<file path="config.mk">
export PLATFORM = sky130hd
export DESIGN_NAME = ius_classify
export DESIGN_NICKNAME = d
export VERILOG_FILES = /design/src/verilog/ius_pkg.sv /design/src/verilog/ius_classify.sv
export VERILOG_INCLUDE_DIRS = /design/src /design/src/verilog
export SDC_FILE = /design/constraint.sdc
export NUM_CORES = 1
export LEC_CHECK = 0
export ABC_AREA = 1
export ABC_CLOCK_PERIOD_IN_PS = 920
export BUFFER_PORTS_ARGS = -buffer_cell sky130_fd_sc_hd__buf_2
export CAP_MARGIN = 5
export CORE_AREA = 2 2 39 41
export DETAILED_ROUTE_END_ITERATION = 12
export DIE_AREA = 0 0 41 43
export PLACE_DENSITY = 0.6
export SKIP_LAST_GASP = 1
export SLEW_MARGIN = 20
export SYNTH_ARGS = -nofsm -noshare
export SYNTH_HDL_FRONTEND = slang
export SYNTH_SLANG_ARGS = --single-unit
</file>
<file path="constraint.sdc">
create_clock -name vclk -period 0.92
set_clock_uncertainty 0.15 [all_clocks]
set_input_delay 0.092 -clock vclk [all_inputs]
set_output_delay 0.092 -clock vclk [all_outputs]
set_load 0.1 [all_outputs]
</file>
<file path="src/verilog/ius_params.svh">
// constants of the channel-side status checker: status bit positions,
// register offsets, register fields and reset values.
// assumes a 32-bit apb slave port and an 8-bit status byte with odd parity.
`ifndef IUS_PARAMS_SVH
`define IUS_PARAMS_SVH

// status byte bit positions
`define IUS_B_ATT 3'h0
`define IUS_B_SM  3'h1
`define IUS_B_CUE 3'h2
`define IUS_B_BSY 3'h3
`define IUS_B_CE  3'h4
`define IUS_B_DE  3'h5
`define IUS_B_UC  3'h6
`define IUS_B_UE  3'h7

// register byte offsets
`define IUS_OFF_CTRL 8'h00
`define IUS_OFF_STAT 8'h04
`define IUS_OFF_CNT  8'h08

// control register fields
`define IUS_CF_DEV   0
`define IUS_CF_SEQ   8
`define IUS_CF_TIO   10
`define IUS_CF_CHAIN 11
`define IUS_CF_RETRY 12
`define IUS_CF_DYN   13
`define IUS_CF_CHK   14
`define IUS_CTRL_W   15
`define IUS_CTRL_RST 15'h4000

// status register fields
`define IUS_SF_INAPP 8
`define IUS_SF_SUPP  9
`define IUS_SF_PERR  10
`define IUS_SF_BUSY  11
`define IUS_SF_PST   12

`endif

</file>
<file path="src/verilog/ius_pkg.sv">
// types shared by the channel-side status checker
// assumes nothing beyond the params header for numbers
package ius_pkg;
    // sequence in which a status byte is presented
    typedef enum logic [1:0] {
        IUS_SEQ_SB  = 2'b00,  // short busy
        IUS_SEQ_IS  = 2'b01,  // initial selection by the channel
        IUS_SEQ_CUI = 2'b10,  // control-unit-initiated
        IUS_SEQ_RSV = 2'b11   // unused, judged like cu-initiated
    } ius_seq_e;
    // per-device history that picks the check set
    typedef enum logic [1:0] {
        IUS_PST_NONE = 2'b00,
        IUS_PST_ZERO = 2'b01, // zero initial status accepted
        IUS_PST_CE   = 2'b10  // ending with channel end only
    } ius_post_e;
    // status-in handshake states
    typedef enum logic [1:0] {
        IUS_HS_IDLE = 2'b00,
        IUS_HS_TAKE = 2'b01,
        IUS_HS_WAIT = 2'b10
    } ius_hs_e;
endpackage : ius_pkg

</file>
<file path="src/verilog/ius_classify.sv">
// combinational judge of one accepted status byte
// assumes the caller only uses the result for bytes with good parity
`timescale 1ns/100ps
`include "ius_params.svh"
module ius_classify (
    // byte and context
    input  wire logic [7:0]        st,
    input  wire ius_pkg::ius_seq_e seq,
    input  wire logic              tio,
    input  wire logic              chain,
    input  wire logic              retry,
    input  wire logic              dynrec,
    input  wire ius_pkg::ius_post_e post_st,
    // verdict
    output logic                   inapp,
    output logic                   cu_ok,
    output ius_pkg::ius_post_e     post_next
);
    logic att, sm, cue, bsy, ce, de, uc, ue;   // named status bits
    logic sel_bad, ch_bad, zero_bad, ce_bad;  // per check set
    logic cu_alone;                           // byte is cu end only
    assign att = st[`IUS_B_ATT];
    assign sm  = st[`IUS_B_SM];
    assign cue = st[`IUS_B_CUE];
    assign bsy = st[`IUS_B_BSY];
    assign ce  = st[`IUS_B_CE];
    assign de  = st[`IUS_B_DE];
    assign uc  = st[`IUS_B_UC];
    assign ue  = st[`IUS_B_UE];
    assign cu_alone = (st == 8'h04);

    // verdict per sequence and history
    always_comb
    begin
        sel_bad  = (de && !ce && !bsy)
                 || (st != 8'h00 && (st & 8'hF8) == 8'h00)
                 || (cue && !bsy && !ce && !de && (uc || ue));
        ch_bad   = (bsy && st != 8'h28 && st != 8'h09)
                 || (sm && (uc || ue) && (st & 8'h3D) == 8'h00);
        zero_bad = !ce || bsy;
        ce_bad   = bsy || ce || !(de || (cue && uc));
        // lone cu end waived: no chaining after a channel-end-only ending, or reconnection in cu sequence
        cu_ok    = cu_alone && ((!chain && post_st == ius_pkg::IUS_PST_CE)
                 || (dynrec && (seq == ius_pkg::IUS_SEQ_CUI
                                || seq == ius_pkg::IUS_SEQ_RSV)));
        inapp    = 1'b0;
        unique case (seq)
            ius_pkg::IUS_SEQ_SB:
                // only busy+sm, busy+sm+cue, busy alone pass
                inapp = !(st == 8'h0A || st == 8'h0E || st == 8'h08);
            ius_pkg::IUS_SEQ_IS:
                inapp = !tio && (sel_bad || (chain && ch_bad));
            default:
            begin
                // channel did not select: history decides
                if (post_st == ius_pkg::IUS_PST_ZERO)
                    inapp = zero_bad && !cu_ok;
                else if (post_st == ius_pkg::IUS_PST_CE)
                    inapp = ce_bad && !cu_ok;
            end
        endcase
    end

    // history after this byte
    always_comb
    begin
        if (cu_ok)
            post_next = post_st;
        else if (seq == ius_pkg::IUS_SEQ_IS && st == 8'h00)
            post_next = ius_pkg::IUS_PST_ZERO;
        else if ((st == 8'h10 && chain)
                 || (retry && chain && st == 8'h52)
                 || (ce && !de && !chain))
            post_next = ius_pkg::IUS_PST_CE;
        else
            post_next = ius_pkg::IUS_PST_NONE;
    end
endmodule : ius_classify

</file>
* Yosys cells after proc, flatten, opt, wreduce, memory -nomap -nowiden
Cells that the tools add are included.
** Storage, ports and cells
- Register bits after elaboration :: 0
- Bits of input ports :: 16
- Output and inout port bits :: 4
- Logic and storage cells :: 72
** Operators by class
- Equal/unequal tests :: 13
- Muxes and demuxes :: 6
- Reduce and logical (&&, ||, !) cells :: 53
** Operators by type and width (number)
- $logic_and A1 B1 Y1 :: 25
- $eq A8 B4 Y1 const B :: 3
- $logic_not A8 Y1 :: 3
- $logic_or A1 B1 Y1 :: 15
- $eq A8 B3 Y1 const B :: 1
- $eq A8 B5 Y1 const B :: 1
- $eq A8 B7 Y1 const B :: 1
- $logic_not A1 Y1 :: 8
- $ne A8 B4 Y1 const B :: 1
- $ne A8 B6 Y1 const B :: 1
- $reduce_bool A8 Y1 :: 1
- $eq A2 B2 Y1 const B :: 3
- $mux W2 :: 3
- $eq A2 B1 Y1 const B :: 2
- $logic_not A2 Y1 :: 1
- $mux W1 :: 2
- $pmux W1 S2 :: 1

* Logic depth before layout (Yosys ltp)
Gate-level depths: netlist of run 1.
- Word-level depth :: 10
- Mapped depth :: 9
- Depth with buffers taken out :: 9

* Least setup slack after synthesis of run 1
Ideal clock, no wire load.
- Path type :: input -> output
- Start point :: input port st[5]
- End point :: output port post_next[0]
- Data arrival time :: 1.894 ns
- Required time :: 0.678 ns
- Setup slack :: -1.216 ns
- Stages :: 5
- Path through :: nor2_1 -> nand2_1 -> nor3_1 -> nand2_1 -> o21ai_1
** On the way
- Longest elaborated chain between the ends :: 4
- Elaborated cells on any way between the ends :: 6
- Classes of those cells :: 1 x eq/ne; 2 x mux; 3 x reduce/logical
** Ends and longest elaborated chain
- start, declared :: line ius_classify.sv:7 : input wire logic [7:0] st,
- $logic_not A8 Y1 :: line ius_classify.sv:69 : else if (seq == ius_pkg::IUS_SEQ_IS && st == 8'h00)
- $logic_and A1 B1 Y1 :: line ius_classify.sv:69
- $mux W2 :: line ius_classify.sv:69
- $mux W2 * :: line ius_classify.sv:67 : if (cu_ok)
- end, declared :: line ius_classify.sv:17 : output ius_pkg::ius_post_e post_next
Mark *: on every way between the ends. The rest lies on a longest branch, timed or not.

* Final worst setup path of run 1
- Start point :: input port st[3]
- End point :: output port post_next[1]
** On the way
- Longest elaborated chain between the ends :: 7
- Elaborated cells on any way between the ends :: 13
- Classes of those cells :: 3 x eq/ne; 3 x mux; 7 x reduce/logical
** Ends and longest elaborated chain
- $eq A8 B5 Y1 or $eq A8 B7 Y1 (tied branches) :: line ius_classify.sv:71, ius_classify.sv:72
- $logic_and A1 B1 Y1, on equally long branches :: line ius_classify.sv:71, ius_classify.sv:72
- $logic_or A1 B1 Y1 :: line ius_classify.sv:72 : || (retry && chain && st == 8'h52)
- $logic_or A1 B1 Y1 :: line ius_classify.sv:73 : || (ce && !de && !chain))
- $mux W2 :: line ius_classify.sv:71 : else if ((st == 8'h10 && chain)
- $mux W2 :: line ius_classify.sv:69
- $mux W2 * :: line ius_classify.sv:67
Marked as above.

==> results of run 1 <==
report_power, final:
part / switching, mW / internal [mW] / total [mW]
clock: 0 / 0 / 0
sequential: 0 / 0 / 0
combinational: 0.185 / 0.158 / 0.343
layout by cell type, fill, tap and decap left out:
master	synthesis	routed
inv_2	1	3
inv_4	0	1
buf_4	0	18
nor2_2	0	2
nor3_4	0	1
nand4_1	1	1
o21ai_2	0	1
o21ai_4	0	2
nor2_1	8	5
o211ai_1	1	1
nand2_2	0	2
buf_8	0	3
o2111ai_1	1	1
o31ai_2	0	1
nor2_4	1	2
clkinvlp_4	0	1
nand2_1	20	16
buf_6	0	1
inv_1	13	9
buf_2	0	12
o21ai_1	2	1
nor3_1	5	1
nand3_4	0	2
buf_12	0	4
nand3_2	0	1
nand3_1	10	7
nand2_4	0	2
a21oi_1	1	1
nor3_2	0	3
metal layers:
layer	vias to the layer above	global-route usage (%)	routed length, µm
li1	295	-	-
met1	253	20.25	481
met2	8	23.44	736
met3	0	0	39
met4	0	0	0
met5	-	0	0
worst paths after layout:
| path | from | to | slack, ns |
|---|---|---|---|
| worst min-delay path | tio | inapp | 0.46 |
| worst max-delay path | st[3] | post_next[1] | -0.43 |
stage by stage:
step	TNS, ns	power [mW]	cells
after global placement	-1.848	0.2795	117
after floorplan	-1.535	0.1351	67
final	-1.591	0.3430	121
after CTS	-1.673	0.3120	121
after detailed placement	-1.901	0.2804	117
after global routing	-1.787	0.3674	121
final cells by class:
type                            count  area share (%)
Multi-Input combinational cell     53           47.18
Tap cell                           16           2.576
Inverter                           14           7.568
Timing Repair Buffer               38           42.67
repair_timing:
item | in CTS | in global routing
gates resized for setup | 13 | 18
setup buffers | 4 | 0
pin swaps | 7 | 7
setup endpoints to repair | 4 | 4
endpoints found under the hold margin | 0 | 0
logic make-up (layout without fill, tap and decap cells):
logic type | count (synthesis) | count (layout) | share of synthesized area, %
AOI/OAI and AO/OA | 8 | 8 | 16.32
buffers and inverters | 14 | 52 | 17.57
and+or+nand+nor | 45 | 45 | 66.11
==> results.txt, run 1 <==
status: finished with violations
failing checks: setup timing
Top Ports: 20
slew margin rel.: 81.11%
Hold Crit Depth: 5
gpl congestion: 0.9285
Total Wirelength: 1.256 mm
CP peak stage delay: 0.22 ns
count of final max-slew check failures: 0
CP bufs+invs: 3
worst path cell trace: buf_2 -> inv_4 -> nand2_4 -> nor3_4 -> nand2_4 -> o21ai_4 -> buf_12
syn_area_per_cell: 4.463 µm²
Placed Area: 640.6 µm²
Top delay family on crit path: buffers and inverters
vias: 556
PD cells: 441.5 mW/mm²
fmax: 740.6 MHz
synth unique cells: 14
DR iter-0 viols: 3
Tightest Pin Transition: 0.2816 ns
Final WS setup: -0.4302 ns
mean number of vias per cell: 4.595
Final setup viols: 4
most frequent cell after synthesis: nand2_1
share of the synthesized area in the top cell type: 25.10%
register area: 0 µm²
Buffers on Ports: 20
row count: 14
layout cells sized above 1: 59.05%
Fill cells: 126
DIE HEIGHT: 43 µm
num sequential: 0
first-pass GRT wire length: 1.849 mm
die width: 41 µm
Diodes inserted: 0
Nets: 123
number of routed nets with antenna violations: 0
Place WS: -0.5344 ns
Area Growth Syn to Fin: 159.8%
period utilisation layout: 146.8%
final hold slack: 0.4589 ns
WS Path Type: in2out
final instance area: 777.0 µm²
Final Hold Viols: 0
Total Routing Usage GR: 13.89%
Initial DRT Pass Iterations: 4
critical path required time: 0.68 ns
largest net degree at the start of global routing: 6
dominant cell type by area after synthesis: nand2_1
Core Region: 0.001384 mm²
area of the multi-input gates: 366.6 µm²
Syn Nets: 83
vias in the first global route: 480
initial antenna violation count: 0
CP max stage cell: nor3_4
HPWL Detailed: 970.7 µm
Initial Utilization: 21.61%
Worst setup EP type: output port
Top cell by count, worst path: nand2_4
crit path launch type: primary input
Static Leak: 0.4085 nW
Tmin final: 1.350 ns
Maximum Capacitance Violations: 0
total grt overflow: 0
DRC: 0
arrival time at the worst endpoint: 1.11 ns
clock buffer count: 0
CP Max Fanout: 5
worst min-delay path category: in2out
Peak VDD IR: 295.0 µV
WL/cell: 10.38 µm
cts-stage hold buffer count: 0
Cells after Synth: 67
die area: 0.001763 mm²
post-synthesis sequential area ratio: 0%
YS warnings: 0
Post-synth top cells: 20 x nand2_1, 13 x inv_1, 10 x nand3_1, 8 x nor2_1, 5 x nor3_1
RSZ-0062 raised after global routing: yes
fin util: 56.15%
critical path depth: 7
Syn Std Cell Area: 299.0 µm²
largest cells by area after synthesis: nand2_1 25%, nand3_1 17%, inv_1 16%, nor2_1 10%, nor3_1 8.4%
Power figures use the tool's default switching activity.
==> inputs of run 2 (changes only) <==
--- a/config.mk
+++ b/config.mk
@@ -8,12 +8,12 @@
 export LEC_CHECK = 0
 export ABC_AREA = 1
 export ABC_CLOCK_PERIOD_IN_PS = 920
-export BUFFER_PORTS_ARGS = -buffer_cell sky130_fd_sc_hd__buf_2
 export CAP_MARGIN = 5
 export CORE_AREA = 2 2 39 41
 export DETAILED_ROUTE_END_ITERATION = 12
 export DIE_AREA = 0 0 41 43
-export PLACE_DENSITY = 0.6
+export DONT_BUFFER_PORTS = 1
+export PLACE_DENSITY = 0.47
 export SKIP_LAST_GASP = 1
 export SLEW_MARGIN = 20
 export SYNTH_ARGS = -nofsm -noshare
==> run 2 against run 1 <==
Effect of this change: the flow still finishes with violations (setup timing); flip-flop and latch count unchanged; final area is 28% lower; worst setup slack better by 0.12 ns; via count is 14% lower; count of clock-buffer cells in the layout did not move; critical path depth did not move; critical endpoint is now cu_ok.
==> results.txt, run 2 (synthesis gave the netlist of run 1 again) <==
status: finished with violations
failing checks: setup timing
Maximum Capacitance Violations: 0
vias in the first global route: 412
DIE HEIGHT: 43 µm
CP peak stage delay: 0.18 ns
HPWL Detailed: 897 µm
worst setup path endpoint: cu_ok
first-pass GRT wire length: 1.662 mm
arrival time at the worst endpoint: 0.99 ns
Placed Cells: 96
die area: 0.001763 mm²
CP bufs+invs: 3
crit path launch type: primary input
DR iter-0 viols: 18
Finished Layout Cells: 97
Placed Area: 523.0 µm²
Final Hold Viols: 0
WL/cell: 11.01 µm
vias: 476
register area: 0 µm²
total grt overflow: 0
clock buffer count: 0
Nets: 99
critical path depth: 7
Final WS setup: -0.3087 ns
Tmin final: 1.229 ns
gpl congestion: 0.9759
Critical Path Start: st[5]
row count: 14
CP max stage cell: nor3_2
period utilisation layout: 133.6%
WS Path Type: in2out
commonest non-fill, non-tap cell in the layout: nand2_1
critical path required time: 0.68 ns
largest net degree at the start of global routing: 8
initial antenna violation count: 0
fin util: 40.69%
layout cells sized above 1: 40.74%
Area Growth Syn to Fin: 88.28%
Setup TNS: -1.187 ns
Top Ports: 20
Final setup viols: 4
Worst setup EP type: output port
CP Max Fanout: 5
most frequent cells in the layout: 16 x nand2_1, 10 x inv_1, 9 x buf_4
number of routed nets with antenna violations: 0
worst path cell trace: nor2_4 -> nand2_2 -> nor3_2 -> nand2_2 -> buf_6 -> clkinvlp_4 -> buf_12
die width: 41 µm
count of final max-slew check failures: 0
DRC: 0
mean number of vias per cell: 4.907
Buffers on Ports: 0
Static Leak: 0.2614 nW
Place WS: -0.3937 ns
Peak VDD IR: 131.5 µV
Initial Utilization: 21.61%
slew margin rel.: 77.79%
Top delay family on crit path: simple AND/OR/NAND/NOR gates
RSZ-0062 raised after global routing: yes
cts-stage hold buffer count: 0
final instance area: 563.0 µm²
Diodes inserted: 0
Top cell by count, worst path: nand2_2
worst min-delay path category: in2out
Core Region: 0.001384 mm²
Initial DRT Pass Iterations: 4
PD cells: 385.2 mW/mm²
Hold Crit Depth: 3
Tightest Pin Transition: 0.3297 ns
fmax: 813.8 MHz
area of the multi-input gates: 324.1 µm²
Fill cells: 138
Total Routing Usage GR: 12.79%
num sequential: 0
Total Wirelength: 1.068 mm
[run 2: changes by cell type in the layout (fill, tap and decap cells not counted), sizes merged]
| cell | before | now |
|---|---|---|
| buf | 38 | 14 |
| clkinvlp | 1 | 2 |
| inv | 13 | 12 |
[run 2: metrics by stage]
stage                     total power, mW  hold slack (ns)
final                              0.2169           0.3427
after global routing               0.2329           0.3553
after CTS                          0.2150           0.3355
after detailed placement           0.2039           0.3866
after global placement             0.2059           0.3862
after floorplan                    0.1351           0.3250
[run 2: tightest hold or removal path, delay by kind of cell]
family,cells,cell delay (ns)
and+or+nand+nor,2,0.14
buffers and inverters,1,0.17
[run 2: how the worst min path moves through the flow]
stage                           from           end
after floorplan           post_st[0]  post_next[0]
after global placement        seq[1]         inapp
after detailed placement      seq[1]         inapp
after CTS                     seq[1]         inapp
after global routing          seq[1]         inapp
final                         seq[1]         inapp
[run 2: final cells by class]
class,instances,area share [%]
inverter,14,10.67
multi-input combinational,53,57.56
tap,16,3.556
timing repair buffer,14,28.22
[run 2: power by group]
group | total, mW | switching (mW) | internal, mW | leakage [nW]
clock | 0 | 0 | 0 | 0
sequential | 0 | 0 | 0 | 0
combinational | 0.217 | 0.126 | 0.0906 | 0.261
[run 2: repair_timing]
item,4_1_cts,5_1_grt
setup endpoints to repair,4,4
pin swaps,7,4
buffers inserted,1,0
resized for setup,9,1
[run 2: routing by layer]
layer	up-vias	share of wire (%)	track usage, %	routed length [µm]
li1	248	-	-	-
met1	208	41	19.30	439
met2	20	50	18.75	535
met3	0	8.7	1.571	93
met4	0	0	2.667	0
met5	-	0	0	0
